===== config.mk =====
export PLATFORM = sky130hd
export DESIGN_NAME = eau_core
export DESIGN_NICKNAME = d
export VERILOG_FILES = /design/src/rtl/eau_mode_decode.v /design/src/rtl/eau_addr_add.v /design/src/rtl/eau_core.v
export VERILOG_INCLUDE_DIRS = /design/src /design/src/rtl
export SDC_FILE = /design/constraint.sdc
export NUM_CORES = 1
export LEC_CHECK = 0
export ABC_AREA = 1
export BUFFER_PORTS_ARGS = -buffer_cell sky130_fd_sc_hd__buf_2
export CORE_ASPECT_RATIO = 1.5
export CORE_MARGIN = 1.5
export CORE_UTILIZATION = 40
export DETAILED_ROUTE_END_ITERATION = 7
export GPL_ROUTABILITY_DRIVEN = 0
export SLEW_MARGIN = 15
export SYNTH_ARGS = -nofsm -noshare
export SYNTH_HDL_FRONTEND = slang
export SYNTH_SLANG_ARGS = --single-unit

===== constraint.sdc =====
create_clock -name core_clk -period 9.7 [get_ports core_clk]
set_clock_uncertainty 0.05 [all_clocks]
set_input_delay 1.94 -clock core_clk [delete_from_list [all_inputs] [get_ports core_clk]]
set_output_delay 1.94 -clock core_clk [all_outputs]
set_load 0.1 [all_outputs]

===== src/rtl/eau_defs.vh =====
// constants of the effective address unit
// assumes byte-wide opcode stream and 16-bit memory addresses
`ifndef EAU_DEFS_VH
`define EAU_DEFS_VH

// prefix bytes
`define EAU_PRE_SWAP_Y 8'h90
`define EAU_PRE_IND 8'h92
`define EAU_PRE_IND_Y 8'h91

// opcode high nibble groups
`define EAU_GRP_BITREL 4'h0
`define EAU_GRP_BIT 4'h1
`define EAU_GRP_REL 4'h2
`define EAU_GRP_RMW_DIR 4'h3
`define EAU_GRP_INH_A 4'h4
`define EAU_GRP_INH_X 4'h5
`define EAU_GRP_RMW_IDXS 4'h6
`define EAU_GRP_RMW_IDX0 4'h7
`define EAU_GRP_INH_M1 4'h8
`define EAU_GRP_INH_M2 4'h9
`define EAU_GRP_IMM 4'ha
`define EAU_GRP_DIR_S 4'hb
`define EAU_GRP_DIR_L 4'hc
`define EAU_GRP_IDX_L 4'hd
`define EAU_GRP_IDX_S 4'he
`define EAU_GRP_IDX_0 4'hf

// addressing mode codes
`define EAU_M_INH 5'h00
`define EAU_M_IMM 5'h01
`define EAU_M_DIR_S 5'h02
`define EAU_M_DIR_L 5'h03
`define EAU_M_IDX_0 5'h04
`define EAU_M_IDX_S 5'h05
`define EAU_M_IDX_L 5'h06
`define EAU_M_IND_S 5'h07
`define EAU_M_IND_L 5'h08
`define EAU_M_IIX_S 5'h09
`define EAU_M_IIX_L 5'h0a
`define EAU_M_REL 5'h0b
`define EAU_M_REL_IND 5'h0c
`define EAU_M_BIT 5'h0d
`define EAU_M_BIT_IND 5'h0e
`define EAU_M_BITREL 5'h0f
`define EAU_M_BITREL_IND 5'h10

// byte counts
`define EAU_CNT_NONE 2'd0
`define EAU_CNT_BYTE 2'd1
`define EAU_CNT_WORD 2'd2

// widths and reset values
`define EAU_PAGE0_HI 8'h00
`define EAU_ZERO16 16'h0000
`define EAU_ZERO8 8'h00
`define EAU_LEN_ONE 3'd1
`define EAU_LEN_ZERO 3'h0

`endif


===== src/rtl/eau_mode_decode.v =====
// mode decoder: prefix and opcode to addressing mode and byte counts
// assumes prefix code is zero when no prefix byte preceded the opcode
`timescale 1ns/100ps
`include "eau_defs.vh"

module eau_mode_decode (
	// instruction
	input wire [7:0] prefix,
	input wire [7:0] opcode,
	// decoded mode
	output reg [4:0] mode,
	output reg [1:0] opndCnt,
	output reg [1:0] ptrSize,
	output reg useIdx,
	output reg useY,
	output reg tailDisp,
	output reg isRel,
	output reg isImm
);

	wire preInd = (prefix == `EAU_PRE_IND);
	wire preIndY = (prefix == `EAU_PRE_IND_Y);

	always @*
	begin
		mode = `EAU_M_INH;
		opndCnt = `EAU_CNT_NONE;
		ptrSize = `EAU_CNT_NONE;
		useIdx = 1'b0;
		tailDisp = 1'b0;
		isRel = 1'b0;
		isImm = 1'b0;
		useY = (prefix == `EAU_PRE_SWAP_Y) | preIndY;
		// memory-to-memory groups have short forms only
		case (opcode[7:4])
			`EAU_GRP_BITREL:
			begin
				mode = preInd ? `EAU_M_BITREL_IND : `EAU_M_BITREL;
				opndCnt = `EAU_CNT_BYTE;
				ptrSize = preInd ? `EAU_CNT_BYTE : `EAU_CNT_NONE;
				tailDisp = 1'b1;
				isRel = 1'b1;
			end
			`EAU_GRP_BIT:
			begin
				mode = preInd ? `EAU_M_BIT_IND : `EAU_M_BIT;
				opndCnt = `EAU_CNT_BYTE;
				ptrSize = preInd ? `EAU_CNT_BYTE : `EAU_CNT_NONE;
			end
			`EAU_GRP_REL:
			begin
				mode = preInd ? `EAU_M_REL_IND : `EAU_M_REL;
				opndCnt = `EAU_CNT_BYTE;
				ptrSize = preInd ? `EAU_CNT_BYTE : `EAU_CNT_NONE;
				isRel = 1'b1;
			end
			`EAU_GRP_RMW_DIR, `EAU_GRP_DIR_S:
			begin
				mode = preInd ? `EAU_M_IND_S : `EAU_M_DIR_S;
				opndCnt = `EAU_CNT_BYTE;
				ptrSize = preInd ? `EAU_CNT_BYTE : `EAU_CNT_NONE;
			end
			`EAU_GRP_DIR_L:
			begin
				mode = preInd ? `EAU_M_IND_L : `EAU_M_DIR_L;
				opndCnt = preInd ? `EAU_CNT_BYTE : `EAU_CNT_WORD;
				ptrSize = preInd ? `EAU_CNT_WORD : `EAU_CNT_NONE;
			end
			`EAU_GRP_RMW_IDXS, `EAU_GRP_IDX_S:
			begin
				mode = (preInd | preIndY) ? `EAU_M_IIX_S : `EAU_M_IDX_S;
				opndCnt = `EAU_CNT_BYTE;
				ptrSize = (preInd | preIndY) ? `EAU_CNT_BYTE : `EAU_CNT_NONE;
				useIdx = 1'b1;
			end
			`EAU_GRP_IDX_L:
			begin
				mode = (preInd | preIndY) ? `EAU_M_IIX_L : `EAU_M_IDX_L;
				opndCnt = (preInd | preIndY) ? `EAU_CNT_BYTE : `EAU_CNT_WORD;
				ptrSize = (preInd | preIndY) ? `EAU_CNT_WORD : `EAU_CNT_NONE;
				useIdx = 1'b1;
			end
			`EAU_GRP_RMW_IDX0, `EAU_GRP_IDX_0:
			begin
				mode = `EAU_M_IDX_0;
				useIdx = 1'b1;
			end
			`EAU_GRP_IMM:
			begin
				mode = `EAU_M_IMM;
				opndCnt = `EAU_CNT_BYTE;
				isImm = 1'b1;
			end
			default:
			begin
				mode = `EAU_M_INH;
			end
		endcase
	end

endmodule


===== src/rtl/eau_addr_add.v =====
// 16-bit base plus 8-bit addend, unsigned or sign-extended
// assumes purely combinational use on one clock
`timescale 1ns/100ps

module eau_addr_add (
	// operands
	input wire [15:0] base,
	input wire [7:0] addend,
	input wire signExt,
	// result
	output wire [15:0] sum
);

	// wraps at 64 Kbyte, as the long forms expect
	wire [15:0] ext = {(signExt ? {8{addend[7]}} : 8'h00), addend};
	assign sum = base + ext;

endmodule


===== src/rtl/eau_core.v =====
// effective address unit: operand byte count and address forming
// assumes fetch stream and memory bus run on core_clk, no pins involved
//
// Overview of operation
// - short forms keep operand address in page zero unless indexed
// - long forms reach the whole 64 Kbyte space with extra bytes
// - memory-to-memory instructions exist only in short forms
// - inherent instructions are one byte, or two after a prefix, no operand bytes
// - immediate takes one operand byte as the value itself
// - short direct takes one address byte, 00 to FF
// - long direct takes two address bytes, 16-bit address
// - indexed address is unsigned sum of chosen index and offset
// - no-offset indexed uses index alone, no extra byte
// - short indexed adds byte offset to index, 00 to 1FE
// - long indexed adds index to two-byte offset
// - indirect reads a pointer at the address after opcode
// - short indirect reads a one-byte pointer, 00 to FF
// - long indirect forms read a 16-bit pointer
// - indirect-indexed adds index to pointer read
// - short indirect-indexed adds byte pointer to index, 00 to 1FE
// - relative adds signed byte to next-instruction address
// - swap prefix uses second index instead of first
// - indirect prefix turns direct and offset indexed into indirect forms; no-offset indexed stays as it is
// - indirect-second prefix uses second index in indirect-indexed
`timescale 1ns/100ps
`include "eau_defs.vh"

module eau_core (
	// clock and reset
	input wire core_clk,
	input wire nrst,
	// instruction byte stream
	input wire byteValid,
	input wire [7:0] byteData,
	input wire [15:0] bytePc,
	output reg byteReady_q,
	// index registers
	input wire [7:0] idxFirst,
	input wire [7:0] idxSecond,
	// pointer read port
	output reg memReq_q,
	output reg [15:0] memAddr_q,
	input wire memAck,
	input wire [7:0] memRdata,
	// result
	output reg eaValid_q,
	output reg [15:0] eaAddr_q,
	output reg hasEa_q,
	output reg [7:0] immValue_q,
	output reg isImm_q,
	output reg [15:0] branchTarget_q,
	output reg isRel_q,
	output reg [4:0] mode_q,
	output reg [7:0] opcode_q,
	output reg [2:0] instrLen_q,
	output reg [15:0] nextPc_q
);

	localparam [5:0] S_OPC = 6'b000001;
	localparam [5:0] S_DEC = 6'b000010;
	localparam [5:0] S_OPND = 6'b000100;
	localparam [5:0] S_PTR = 6'b001000;
	localparam [5:0] S_TAIL = 6'b010000;
	localparam [5:0] S_CALC = 6'b100000;

	reg [5:0] state_q;
	reg [7:0] prefix_q;
	reg [7:0] opc_q;
	reg [15:0] opnd_q;
	reg [15:0] ptr_q;
	reg [7:0] tail_q;
	reg [1:0] cnt_q;
	reg [1:0] ptrIdx_q;
	reg [2:0] len_q;
	reg [15:0] startPc_q;

	wire [4:0] decMode;
	wire [1:0] decOpndCnt;
	wire [1:0] decPtrSize;
	wire decUseIdx;
	wire decUseY;
	wire decTail;
	wire decRel;
	wire decImm;

	eau_mode_decode uDecode (
		.prefix(prefix_q),
		.opcode(opc_q),
		.mode(decMode),
		.opndCnt(decOpndCnt),
		.ptrSize(decPtrSize),
		.useIdx(decUseIdx),
		.useY(decUseY),
		.tailDisp(decTail),
		.isRel(decRel),
		.isImm(decImm)
	);

	wire take = byteValid & byteReady_q;
	wire isPrefix = (byteData == `EAU_PRE_SWAP_Y) | (byteData == `EAU_PRE_IND) |
		(byteData == `EAU_PRE_IND_Y);

	// address base: pointer when indirect, else operand bytes
	reg [15:0] eaBase;
	always @*
	begin
		if (decPtrSize != `EAU_CNT_NONE)
			eaBase = ptr_q;
		else
			eaBase = opnd_q;
	end

	reg [7:0] idxSel;
	always @*
	begin
		if (decUseY)
			idxSel = idxSecond;
		else
			idxSel = idxFirst;
	end

	wire [15:0] idxSum;
	eau_addr_add uIdxAdd (
		.base(eaBase),
		.addend(idxSel),
		.signExt(1'b0),
		.sum(idxSum)
	);

	// short bases are zero-extended, so page zero unless indexed
	wire [15:0] eaNext = decUseIdx ? idxSum : eaBase;

	wire [15:0] pcAfter = startPc_q + {13'h0000, len_q};
	// displacement: tail byte, else pointer read, else operand byte
	reg [7:0] relDisp;
	always @*
	begin
		if (decTail)
			relDisp = tail_q;
		else if (decPtrSize != `EAU_CNT_NONE)
			relDisp = ptr_q[7:0];
		else
			relDisp = opnd_q[7:0];
	end
	wire [15:0] relSum;
	eau_addr_add uRelAdd (
		.base(pcAfter),
		.addend(relDisp),
		.signExt(1'b1),
		.sum(relSum)
	);

	// pointer address lives in page zero; word pointer steps one byte on
	wire [15:0] ptrBase = {`EAU_PAGE0_HI, opnd_q[7:0]};
	wire [15:0] ptrAddr = ptrBase + {14'h0000, ptrIdx_q};
	wire ptrLast = ((ptrIdx_q + 2'd1) == decPtrSize);

	// only modes that touch a data operand report an address
	reg hasEa_d;
	always @*
	begin
		case (decMode)
			`EAU_M_INH, `EAU_M_IMM, `EAU_M_REL, `EAU_M_REL_IND:
			begin
				hasEa_d = 1'b0;
			end
			default:
			begin
				hasEa_d = 1'b1;
			end
		endcase
	end

	always @(posedge core_clk)
	begin
		if (!nrst)
		begin
			state_q <= S_OPC;
			prefix_q <= `EAU_ZERO8;
			opc_q <= `EAU_ZERO8;
			opnd_q <= `EAU_ZERO16;
			ptr_q <= `EAU_ZERO16;
			tail_q <= `EAU_ZERO8;
			cnt_q <= `EAU_CNT_NONE;
			ptrIdx_q <= `EAU_CNT_NONE;
			len_q <= `EAU_LEN_ZERO;
			startPc_q <= `EAU_ZERO16;
			byteReady_q <= 1'b0;
			memReq_q <= 1'b0;
			memAddr_q <= `EAU_ZERO16;
			eaValid_q <= 1'b0;
		end
		else
		begin
			eaValid_q <= 1'b0;
			case (state_q)
				S_OPC:
				begin
					byteReady_q <= 1'b1;
					if (take)
					begin
						if (len_q == `EAU_LEN_ZERO)
							startPc_q <= bytePc;
						len_q <= len_q + 3'd1;
						// only one prefix per instruction; a second is an opcode
						if (isPrefix && prefix_q == `EAU_ZERO8)
							prefix_q <= byteData;
						else
						begin
							opc_q <= byteData;
							byteReady_q <= 1'b0;
							state_q <= S_DEC;
						end
					end
				end
				S_DEC:
				begin
					cnt_q <= decOpndCnt;
					ptrIdx_q <= `EAU_CNT_NONE;
					if (decOpndCnt != `EAU_CNT_NONE)
					begin
						byteReady_q <= 1'b1;
						state_q <= S_OPND;
					end
					else
						state_q <= S_CALC;
				end
				S_OPND:
				begin
					if (take)
					begin
						// first byte ends up high, second low
						opnd_q <= {opnd_q[7:0], byteData};
						len_q <= len_q + 3'd1;
						cnt_q <= cnt_q - 2'd1;
						if (cnt_q == `EAU_CNT_BYTE)
						begin
							byteReady_q <= 1'b0;
							if (decPtrSize != `EAU_CNT_NONE)
								state_q <= S_PTR;
							else if (decTail)
							begin
								byteReady_q <= 1'b1;
								state_q <= S_TAIL;
							end
							else
								state_q <= S_CALC;
						end
					end
				end
				S_PTR:
				begin
					if (!memReq_q)
					begin
						memReq_q <= 1'b1;
						memAddr_q <= ptrAddr;
					end
					else if (memAck)
					begin
						memReq_q <= 1'b0;
						ptr_q <= {ptr_q[7:0], memRdata};
						ptrIdx_q <= ptrIdx_q + 2'd1;
						if (ptrLast)
						begin
							if (decTail)
							begin
								byteReady_q <= 1'b1;
								state_q <= S_TAIL;
							end
							else
								state_q <= S_CALC;
						end
					end
				end
				S_TAIL:
				begin
					if (take)
					begin
						tail_q <= byteData;
						len_q <= len_q + 3'd1;
						byteReady_q <= 1'b0;
						state_q <= S_CALC;
					end
				end
				S_CALC:
				begin
					// results load in the block below
					eaValid_q <= 1'b1;
					// clear per-instruction state so short values zero-extend
					prefix_q <= `EAU_ZERO8;
					opnd_q <= `EAU_ZERO16;
					ptr_q <= `EAU_ZERO16;
					tail_q <= `EAU_ZERO8;
					len_q <= `EAU_LEN_ZERO;
					byteReady_q <= 1'b1;
					state_q <= S_OPC;
				end
				default:
				begin
					state_q <= S_OPC;
					byteReady_q <= 1'b0;
					memReq_q <= 1'b0;
				end
			endcase
		end
	end

	// results hold until the next pulse, so a slow user may sample late
	always @(posedge core_clk)
	begin
		if (!nrst)
		begin
			eaAddr_q <= `EAU_ZERO16;
			hasEa_q <= 1'b0;
			immValue_q <= `EAU_ZERO8;
			isImm_q <= 1'b0;
			branchTarget_q <= `EAU_ZERO16;
			isRel_q <= 1'b0;
			mode_q <= `EAU_M_INH;
			opcode_q <= `EAU_ZERO8;
			instrLen_q <= `EAU_LEN_ZERO;
			nextPc_q <= `EAU_ZERO16;
		end
		else if (state_q == S_CALC)
		begin
			eaAddr_q <= eaNext;
			hasEa_q <= hasEa_d;
			immValue_q <= opnd_q[7:0];
			isImm_q <= decImm;
			branchTarget_q <= relSum;
			isRel_q <= decRel;
			mode_q <= decMode;
			opcode_q <= opc_q;
			instrLen_q <= len_q;
			nextPc_q <= pcAfter;
		end
	end

endmodule


Yosys cells after proc, flatten, opt, wreduce, memory -nomap -nowiden:

Index checks and enable logic that the tools add are counted.

* logic and storage cells: 186
* flip-flop bits (word level): 179
* bits of input ports: 52

* add/subtract/negate cells: 7
* reduce and logical (&&, ||, !) cells: 36
* eq/ne operators: 40
* multiplexer cells: 72
* bitwise operators: 7

Operator list (count)
* 16-bit two-way mux: 5
* 6-bit two-way mux: 11
* 16-bit one-hot mux with 2 select lines: 2
* 8-bit equality test, second input constant: 6
* 8-bit two-way mux: 6
* 5-bit one-hot mux with 9 select lines: 1
* 8-bit one-hot mux with 2 select lines: 2
* 6-bit one-hot mux with 5 select lines: 1
* 4-bit equality test, second input constant: 6
* 1-bit two-way mux: 22
* 2-bit inequality test, second input constant: 11
* 2-bit nonzero test: 9
* 16-bit adder: 1
* 16-bit by 3-bit adder with 16-bit output: 1
* 16-bit by 8-bit adder with 16-bit output: 1
* 2-bit two-way mux: 8
* 8-bit AND reduction: 2
* 3-bit AND reduction: 5
* 5-bit OR reduction: 3
* 4-bit two-way mux: 3
* 5-bit by 4-bit equality test with 1-bit output, second input constant: 2
* 2-bit AND reduction: 5
* 8-bit by 2-bit adder with 9-bit output: 1
* 3-bit two-way mux: 3
* 35 further kinds: 45

Logic depth before layout (Yosys ltp):

Gate-level depths: netlist of the first run.

* depth in word-level cells: 9
* depth in mapped cells: 25

By module:

From an unflattened synthesis of the first run, not the netlist that was laid out.

* cells, all modules: 1498
* area total of the unflattened synthesis: 10184.8 um^2

Modules (own cells, without submodules)
* eau_core: times used 1, area an instance 7693.6 um^2, cells each 1059
* eau_addr_add (uRelAdd): times used 1, area an instance 1073.5 um^2, cells each 178
* eau_addr_add (uIdxAdd): times used 1, area an instance 1007.2 um^2, cells each 178
* eau_mode_decode: times used 1, area an instance 410.4 um^2, cells each 83

Worst setup path before layout of the first run:

Ideal clock, no wire load.

* path kind: in2reg
* start: input port idxSecond[1]
* end: register eaAddr_q[12]
* slack: 6.302 ns
* stages: 15
* library setup time: 0.128 ns
* arrival time: 3.219 ns
* buffers on the path: 0
* cells stage by stage: o21ai_0 > nand3_1 > nand2_1 > inv_1 > ha_1 > inv_1 > nand2_1 > nand2_1 > nand2_1 > nand2_1 > nand2_4 > nand3_1 > nand2_1 > nand2_1 > a21oi_1

* word-level cells in the longest chain between the ends: 3

Ends and longest elaborated chain
* start: declaration: line eau_core.v:39 `input wire [7:0] idxSecond,`
* 8-bit two-way mux: line eau_core.v:116 `if (decUseY)`
* 16-bit by 8-bit adder with 16-bit output: line eau_addr_add.v:16 `assign sum = base + ext;`
* 16-bit two-way mux: line eau_core.v:131 `wire [15:0] eaNext = decUseIdx ? idxSum : eaBase;`
* end signal: assignment: line eau_core.v:313 `` eaAddr_q <= `EAU_ZERO16; ``
* end signal: assignment: line eau_core.v:326 `eaAddr_q <= eaNext;`
* end: declaration: line eau_core.v:47 `output reg [15:0] eaAddr_q,`

Every way passes these cells.
A chain may end at the register's enable or synchronous reset.

Worst setup path in the final report of the first run:

* start: register prefix_q[2]
* end: register branchTarget_q[14]

* word-level cells in the longest chain between the ends: 8
* elaborated cells on any way between the ends: 12
* classes of those cells: add/sub (1); eq/ne (2); mux (7); bitwise (1); reduce/logical (1)

Ends and longest elaborated chain
* start: declaration: line eau_core.v:67 `reg [7:0] prefix_q;`
* start signal: assignment: line eau_core.v:179 `` prefix_q <= `EAU_ZERO8; ``
* start signal: assignment: line eau_core.v:207 `prefix_q <= byteData;`
* start signal: assignment: line eau_core.v:290 `` prefix_q <= `EAU_ZERO8; ``
* 8-bit equality test (no line)
* 1-bit OR: line eau_mode_decode.v:73, eau_mode_decode.v:80
* 1-bit two-way mux (no line) / 2-bit two-way mux (equally long branches)
* 2-bit one-hot mux with 4 select lines (*): line eau_mode_decode.v:35 `case (opcode[7:4])`
* 2-bit nonzero test (no line) (*)
* 8-bit two-way mux (*): line eau_core.v:140 `` else if (decPtrSize != `EAU_CNT_NONE) ``
* 8-bit two-way mux (*): line eau_core.v:138 `if (decTail)`
* 16-bit adder (*): line eau_addr_add.v:16
* end signal: assignment: line eau_core.v:317 `` branchTarget_q <= `EAU_ZERO16; ``
* end signal: assignment: line eau_core.v:330 `branchTarget_q <= relSum;`
* end: declaration: line eau_core.v:51 `output reg [15:0] branchTarget_q,`

Every way passes the cells marked *; elsewhere a longest branch is shown, timed or not.

==> run summary, run 1 <==
commonest non-fill, non-tap cell in the layout = nand2_1
Final Max Slew Viols = 0
Highest Clock Rate = 246 MHz
met2 wire len = 13500 um
Mapped Cells = 1315
Ant. Diodes = 0
Pwr Total = 1.92 mW
final worst-path cycle share = 41.8%
worst min path class = flop to flop
Fillers = 2292
VDD IR-drop max = 0.000135 V
FF+latch count, synth = 172
R2R setup slack = 5.64 ns
Post-Syn Area = 9110 sq um
Seq/Total Area, Yosys = 37.8%
Max Root-Sink Buffers = 2
commonest non-fill, non-tap cells in the layout = 237 x nand2_1, 172 x dfxtp_1, 165 x inv_1, 141 x nor2_1, 138 x buf_2
DR WL/cell = 15.8 um
post-layout min period = 4.06 ns
DR WL met3 = 1410 um
port bufs = 138
Worst Path Class, Setup = flop to flop
vias in the first global route = 8413
WP data arrival = 4.30 ns
layout net count = 1508
leakage = 4.99 nW
1st-pass router iterations = 5
CP endpoint kind = flop
count of final hold-check violations = 0
CTS root buffer = clkbuf_16
setup violators final = 0
synth warn = 0
HPWL after DPL = 20500 um
R2R depth = 21
# Post-CTS Setup Buffers = 0
hold path depth = 2
RSZ-0062 raised after global routing = no
Slew HR = 26.9%
Total GRT Usage = 23.4%
largest net degree at the start of global routing = 118
via/cell ratio = 5.18
initial antenna violation count = 0
RR Startpoint = prefix_q[2]
GRT Residual Overflow = 0
number of DRC markers in iteration 0 = 510
PD cells = 183 nW/um^2
cts hold-fix bufs = 0
CTS tree = done
worst skew pair latency = 0.46 ns
Initial Utilization = 40.7%
ANT nets after route = 0
core region area = 22400 sq um
Critical path origin = prefix_q[2]
reg2reg end = branchTarget_q[14]
layout cells sized above 1 = 16.0%
Syn Area/Cell = 6.93 sq um
Ports = 146
Die Span X = 126 um
CTS H-Tree Depth = 4
Setup TNS = 0 ns
Site Rows = 67
Data required, critical path = 9.94 ns
Area Growth Syn to Fin = 15.5%
number of gates resized after cts = 0
Critical Path End = branchTarget_q[14]
worst-path fanout max = 15
CP Launch Type = flop
Slew @ Worst Pin = 1.10 ns
DIE AREA = 23700 sq um
# clock sinks = 172
Max Used Layer = met4
first-pass GRT wire length = 43500 um
DRC viols = 0
clock-pin slew on the worst setup and hold paths = 0.07 ns
Routed Wire Length = 27200 um
Die H = 188 um
status = completed
Yosys cell types = 54
max_cap viols = 0
met1 wire length = 11100 um
via count = 8900
total CTS buffers = 17
[cell families (layout without fill, tap and decap cells)]
logic type	count (synthesis)	count (layout)	synth area share, %
and+or+nand+nor	523	523	25.6
other	1	7	0.0411
buffers and inverters	238	358	10.4
AOI/OAI and AO/OA	316	316	18.5
adders and majority gates	28	28	4.09
DFF	172	172	37.8
muxes	2	2	0.233
xor gates and xnor gates	35	35	3.36
[worst min path at each step]
stage,startpoint,endpoint,slack (ns)
final,prefix_q[3],prefix_q[3],0.40
after global routing,startPc_q[0],startPc_q[0],0.41
after CTS,prefix_q[3],prefix_q[3],0.40
after detailed placement,prefix_q[3],prefix_q[3],0.39
after global placement,startPc_q[2],startPc_q[2],0.39
after floorplan,prefix_q[2],prefix_q[2],0.37
[worst max-delay path, cell delays in order, from the launching register on]
cell,delay [ns]
dfxtp_1,0.30
inv_1,0.06
nand2_1,0.11
nor2_1,0.17
nand2_2,0.21
nand2_1,0.16
nand2_2,0.16
nand2_4,0.14
nor2_8,0.07
a21boi_2,0.20
o21ai_0,0.11
ha_1,0.22
fa_1,0.41
nand3_1,0.08
and2_1,0.18
o221ai_1,0.16
a21boi_0,0.44
o21a_1,0.20
nand2_1,0.06
a21oi_1,0.17
xor2_1,0.17
a21oi_1,0.08
[synthesized netlist by cell type (all sizes together)]
| cell | n | area, sq um |
|---|---|---|
| buf | 22 | 136 |
| o21ai | 148 | 756 |
| conb | 1 | 3.75 |
| o41ai | 1 | 8.76 |
| o22ai | 1 | 6.26 |
| nand2 | 254 | 1020 |
| a311oi | 1 | 8.76 |
| nand3 | 72 | 403 |
| inv | 178 | 671 |
| nand3b | 1 | 7.51 |
| xor2 | 28 | 245 |
| o2111ai | 4 | 35.0 |
| nor4 | 6 | 50.0 |
| dfxtp | 172 | 3440 |
| o31ai | 1 | 7.51 |
| mux2 | 1 | 11.3 |
| ha | 25 | 313 |
| nor3 | 26 | 135 |
| a211oi | 4 | 30.0 |
| a31oi | 5 | 31.3 |
| a41oi | 2 | 17.5 |
| a21o | 1 | 7.51 |
| xnor2 | 7 | 61.3 |
| a21boi | 2 | 18.8 |
| o211ai | 4 | 30.0 |
| nor2 | 147 | 613 |
| clkbuf | 37 | 139 |
| o21bai | 2 | 15.0 |
| nand4 | 16 | 100 |
| clkinv | 1 | 3.75 |
| o21a | 1 | 7.51 |
| a21oi | 137 | 689 |
| and2 | 1 | 6.26 |
| fa | 3 | 60.1 |
| o221ai | 2 | 17.5 |
| mux2i | 1 | 10.0 |
[stage by stage]
step                      hold WS (ns)  instance area, sq um  util (%)  std cells  setup WS [ns]
after global routing             0.414                 10500      47.0       1717           5.22
after floorplan                  0.374                  9140         -       1321           6.30
after CTS                        0.397                 10500      47.0       1717           5.66
final                            0.398                 10500      47.0       1717           5.64
after detailed placement         0.388                  9970      44.5       1685           5.69
after global placement           0.391                  9970      44.5       1685           5.75
[sequential cells by signal (all words and copies together), names as in the netlist, 9 cells and up]
register        count
branchTarget_q     16
eaAddr_q           16
nextPc_q           16
opnd_q             16
ptr_q              16
startPc_q          16
memAddr_q           9
[power by group]
part | internal (mW) | total (mW) | switching (mW) | leakage, nW
clock | 0.341 | 0.668 | 0.327 | 0.269
sequential | 0.751 | 0.786 | 0.0355 | 1.39
combinational | 0.124 | 0.468 | 0.344 | 3.33
total | 1.22 | 1.92 | 0.706 | 4.99
[metal layers]
metal  GRT usage [%]  vias to the layer above
li1                -                     4505
met1            26.5                     4015
met2            41.5                      308
met3            4.22                       72
met4            12.2                        0
met5               0                        -
[layout make-up]
type                    instances  area [sq um]  area share, %
well taps                     276           345           3.28
multi-input cells             911          4750           45.1
flip-flops and latches        172          3440           32.7
inverters                     179           674           6.41
clock inverters                13           124           1.18
clock buffers                  19           433           4.11
repair buffers                147           758           7.20
(Power assumes the default switching activity.)
==> inputs of run 2 (changes only) <==
==> constraint.sdc (replaced) <==
create_clock -name core_clk -period 3.75 [get_ports core_clk]
set_clock_uncertainty 0.05 [all_clocks]
set_input_delay 0.75 -clock core_clk [delete_from_list [all_inputs] [get_ports core_clk]]
set_output_delay 0.75 -clock core_clk [all_outputs]
set_load 0.1 [all_outputs]
==> run summary, run 2 (synthesized netlist as in run 1, its figures left out) <==
status = completed
commonest non-fill, non-tap cell in the layout = nand2_1
Site Rows = 67
GRT Residual Overflow = 0
cts hold-fix bufs = 0
Layout Utilization = 47.9%
Ports = 146
WP data arrival = 3.78 ns
DR WL/cell = 15.7 um
layout net count = 1520
Die Span X = 126 um
clock-pin slew on the worst setup and hold paths = 0.07 ns
Final Max Slew Viols = 0
Initial Utilization = 40.7%
worst min path class = flop to flop
Routed Wire Length = 27100 um
CP endpoint kind = flop
count of final hold-check violations = 0
first-pass GRT wire length = 43100 um
final worst-path cycle share = 93.7%
initial antenna violation count = 0
via/cell ratio = 5.07
# clock sinks = 172
worst skew pair latency = 0.45 ns
Ant. Diodes = 0
core region area = 22400 sq um
port bufs = 138
DRC viols = 0
Area Growth Syn to Fin = 17.7%
via count = 8766
Total GRT Usage = 23.1%
vias in the first global route = 8385
ANT nets after route = 0
worst-path fanout max = 7
CTS tree = done
post-layout min period = 3.51 ns
total CTS buffers = 17
layout cells sized above 1 = 18.0%
largest net degree at the start of global routing = 93
max_cap viols = 0
number of DRC markers in iteration 0 = 477
VDD IR-drop max = 0.000370 V
DIE AREA = 23700 sq um
Worst Path Class, Setup = flop to flop
Slew @ Worst Pin = 0.941 ns
CTS root buffer = clkbuf_16
setup violators final = 0
Max Root-Sink Buffers = 2
CTS H-Tree Depth = 4
Setup TNS = 0 ns
PD cells = 470 nW/um^2
Slew HR = 37.0%
1st-pass router iterations = 5
Highest Clock Rate = 285 MHz
HPWL after DPL = 20600 um
Data required, critical path = 4.01 ns
Die H = 188 um
CP Launch Type = flop
commonest non-fill, non-tap cells in the layout = 235 x nand2_1, 169 x dfxtp_1, 165 x inv_1, 138 x nor2_1, 138 x buf_2
leakage = 5.08 nW
run 2: what timing repair did:
| item | CTS | global route |
|---|---|---|
| gates resized for setup | 1 | 21 |
| setup endpoints to repair | 1 | 4 |
| buffers inserted | 0 | 3 |
| pin swaps | 0 | 2 |
| cloned | 0 | 0 |
run 2: worst paths after layout:
kind	startpoint	end	cells past startpoint	slack, ns
worst min register to register	opc_q[2]	opcode_q[2]	2	0.40
worst max-delay path	prefix_q[5]	branchTarget_q[14]	21	0.24
worst min-delay path	opc_q[2]	opcode_q[2]	2	0.40
worst max register to register	prefix_q[5]	branchTarget_q[14]	21	0.24
run 2: layout make-up:
type	instances	area [sq um]
Multi-Input combinational cell	911	4820
Fill cell	2348	11700
Sequential cell	172	3450
Tap cell	276	345
Clock buffer	17	425
Timing Repair Buffer	159	861
Inverter	179	674
Clock inverter	15	153
run 2: through the flow:
stage	power, mW	worst slack, ns	hold slack [ns]	instance area, sq um	std cells
3_5_place_dp	3.31	-0.0324	0.386	10100	1694
6_report	5.04	0.235	0.404	10700	1729
2_1_floorplan	2.95	0.396	0.374	9140	1321
5_1_grt	5.29	-0.00390	0.432	10700	1729
4_1_cts	5.06	0.0421	0.403	10600	1726
3_3_place_gp	3.31	0.0443	0.385	10100	1694
run 2: layer usage:
| layer | wire [um] | up-vias | GRT usage, % | part of all wire (%) |
|---|---|---|---|---|
| met1 | 11100 | 3944 | 26.4 | 41 |
| li1 | - | 4521 | - | - |
| met3 | 1110 | 57 | 3.79 | 4.1 |
| met2 | 13900 | 244 | 41.8 | 51 |
| met5 | 0 | - | 0 | 0 |
| met4 | 997 | 0 | 10.7 | 3.7 |
run 2: worst max-delay path, stage by stage, from the launching register on:
cell and delay, ns:
dfxtp_1 0.35, inv_2 0.05, nand2_2 0.11, nor2_8 0.05
nand2_2 0.14, nand2_2 0.10, nand2_4 0.13, nand3_4 0.13
nand2_1 0.07, a21boi_2 0.18, o21ai_0 0.11, ha_1 0.23
fa_1 0.40, nand3_1 0.08, and2_1 0.19, o221ai_2 0.14
a21boi_2 0.20, o21a_1 0.20, nand2_1 0.07, a21oi_1 0.18
xor2_1 0.16, a21oi_1 0.08
run 2: power breakdown:
group | switching, mW | internal, mW
sequential | 0.0899 | 1.94
combinational | 0.902 | 0.345
clock | 0.821 | 0.939
total | 1.81 | 3.23
==> inputs of run 3 (changes only) <==
--- a/config.mk
+++ b/config.mk
@@ -13,6 +13,7 @@
 export CORE_UTILIZATION = 40
 export DETAILED_ROUTE_END_ITERATION = 7
 export GPL_ROUTABILITY_DRIVEN = 0
+export PLACE_DENSITY_LB_ADDON = 0.15
 export SLEW_MARGIN = 15
 export SYNTH_ARGS = -nofsm -noshare
 export SYNTH_HDL_FRONTEND = slang
==> run summary, run 3 (synthesized netlist as in run 1, its figures left out) <==
CTS root buffer = clkbuf_16
clock-pin slew on the worst setup and hold paths = 0.07 ns
largest net degree at the start of global routing = 93
WP data arrival = 3.78 ns
Slew HR = 29.5%
Site Rows = 67
status = completed
Worst Path Class, Setup = flop to flop
Area Growth Syn to Fin = 17.5%
post-route cell area = 10700 sq um
slowest CP cell = fa_1
CTS H-Tree Depth = 4
Ports = 146
HPWL after DPL = 20800 um
CP dominant cell by count = nand2_2
port bufs = 138
CTS tree = done
Slew @ Worst Pin = 1.05 ns
VDD IR-drop max = 0.000340 V
core region area = 22400 sq um
via count = 8808
count of final hold-check violations = 0
Die Span X = 126 um
commonest non-fill, non-tap cell in the layout = nand2_1
fin cells = 1732
Hold WS = 0.404 ns
Max Root-Sink Buffers = 2
CP Launch Type = flop
vias in the first global route = 8331
layout cells sized above 1 = 17.7%
Highest Clock Rate = 285 MHz
GRT Residual Overflow = 0
DP Worst Slack = 0.0235 ns
initial antenna violation count = 0
ANT nets after route = 0
Pwr Total = 4.95 mW
worst-path fanout max = 7
CP Cell Sequence = nand2_2, nor2_8, nand2_2, nand2_2, nand2_4, nand2_4, nor2_8, a21boi_2, o21ai_0, ha_1, fa_1, nand3_1, and2_1, o221ai_1, a21boi_2, o21a_1, nand2_1, a21oi_1, xor2_1, a21oi_1
via/cell ratio = 5.09
final worst-path cycle share = 93.6%
PD cells = 462 nW/um^2
worst skew pair latency = 0.44 ns
Final Max Slew Viols = 0
total CTS buffers = 17
DIE AREA = 23700 sq um
DRC viols = 0
Fillers = 2317
Final WS setup = 0.240 ns
commonest non-fill, non-tap cells in the layout = 235 x nand2_1, 171 x dfxtp_1, 165 x inv_1, 138 x buf_2, 137 x nor2_1
Layout Utilization = 47.8%
Setup TNS = 0 ns
Die H = 188 um
post-layout min period = 3.51 ns
DR WL/cell = 15.9 um
Initial Utilization = 40.7%
# clock sinks = 172
CP endpoint kind = flop
number of DRC markers in iteration 0 = 512
first-pass GRT wire length = 43800 um
setup violators final = 0
crit-path max cell delay = 0.41 ns
Total GRT Usage = 23.5%
worst min path class = flop to flop
Data required, critical path = 4.02 ns
Post-DP Area = 10100 sq um
1st-pass router iterations = 5
placed insts = 1698
leakage = 5.06 nW
Ant. Diodes = 0
Routed Wire Length = 27500 um
max_cap viols = 0
layout net count = 1524
==> run 3: what timing repair did <==
action,4_1_cts,5_1_grt
hold endpoints to repair,0,0
gates resized for setup,0,18
hold buffers,0,0
buffers inserted,0,3
endpoints found under the setup margin,0,5
==> run 3: cell type report <==
type	instances	area [sq um]	share of cell area (%)
well taps	276	345	3.23
clock buffers	18	429	4.01
clock inverters	13	110	1.03
repair buffers	163	903	8.44
inverters	179	674	6.30
flip-flops and latches	172	3440	32.2
multi-input cells	911	4800	44.8
==> run 3: critical path, delay by kind of cell, from the launching register on <==
| kind | cells | cell delay [ns] |
|---|---|---|
| fa+ha+maj | 2 | 0.64 |
| compound gates | 7 | 1.08 |
| xor+xnor | 1 | 0.16 |
| simple gates | 10 | 1.06 |
| flops | 1 | 0.37 |
==> run 3: final timing paths <==
path	cells after the start	endpoint	startpoint	slack [ns]
setup / recovery	20	branchTarget_q[14]	prefix_q[7]	0.24
hold reg to reg	2	opc_q[3]	opc_q[3]	0.40
hold / removal	2	opc_q[3]	opc_q[3]	0.40
setup reg to reg	20	branchTarget_q[14]	prefix_q[7]	0.24
==> run 3: layer usage <==
layer | global-route usage, % | routed length [um]
met3 | 3.34 | 1040
met2 | 41.4 | 13800
met4 | 10.6 | 1050
met5 | 0 | 0
met1 | 28.1 | 11600
==> run 3: report_power, final <==
group	switching [mW]	leakage (nW)	internal (mW)
clock network	0.792	0.248	0.858
registers	0.0871	1.39	1.94
logic	0.922	3.43	0.348
total	1.80	5.06	3.15
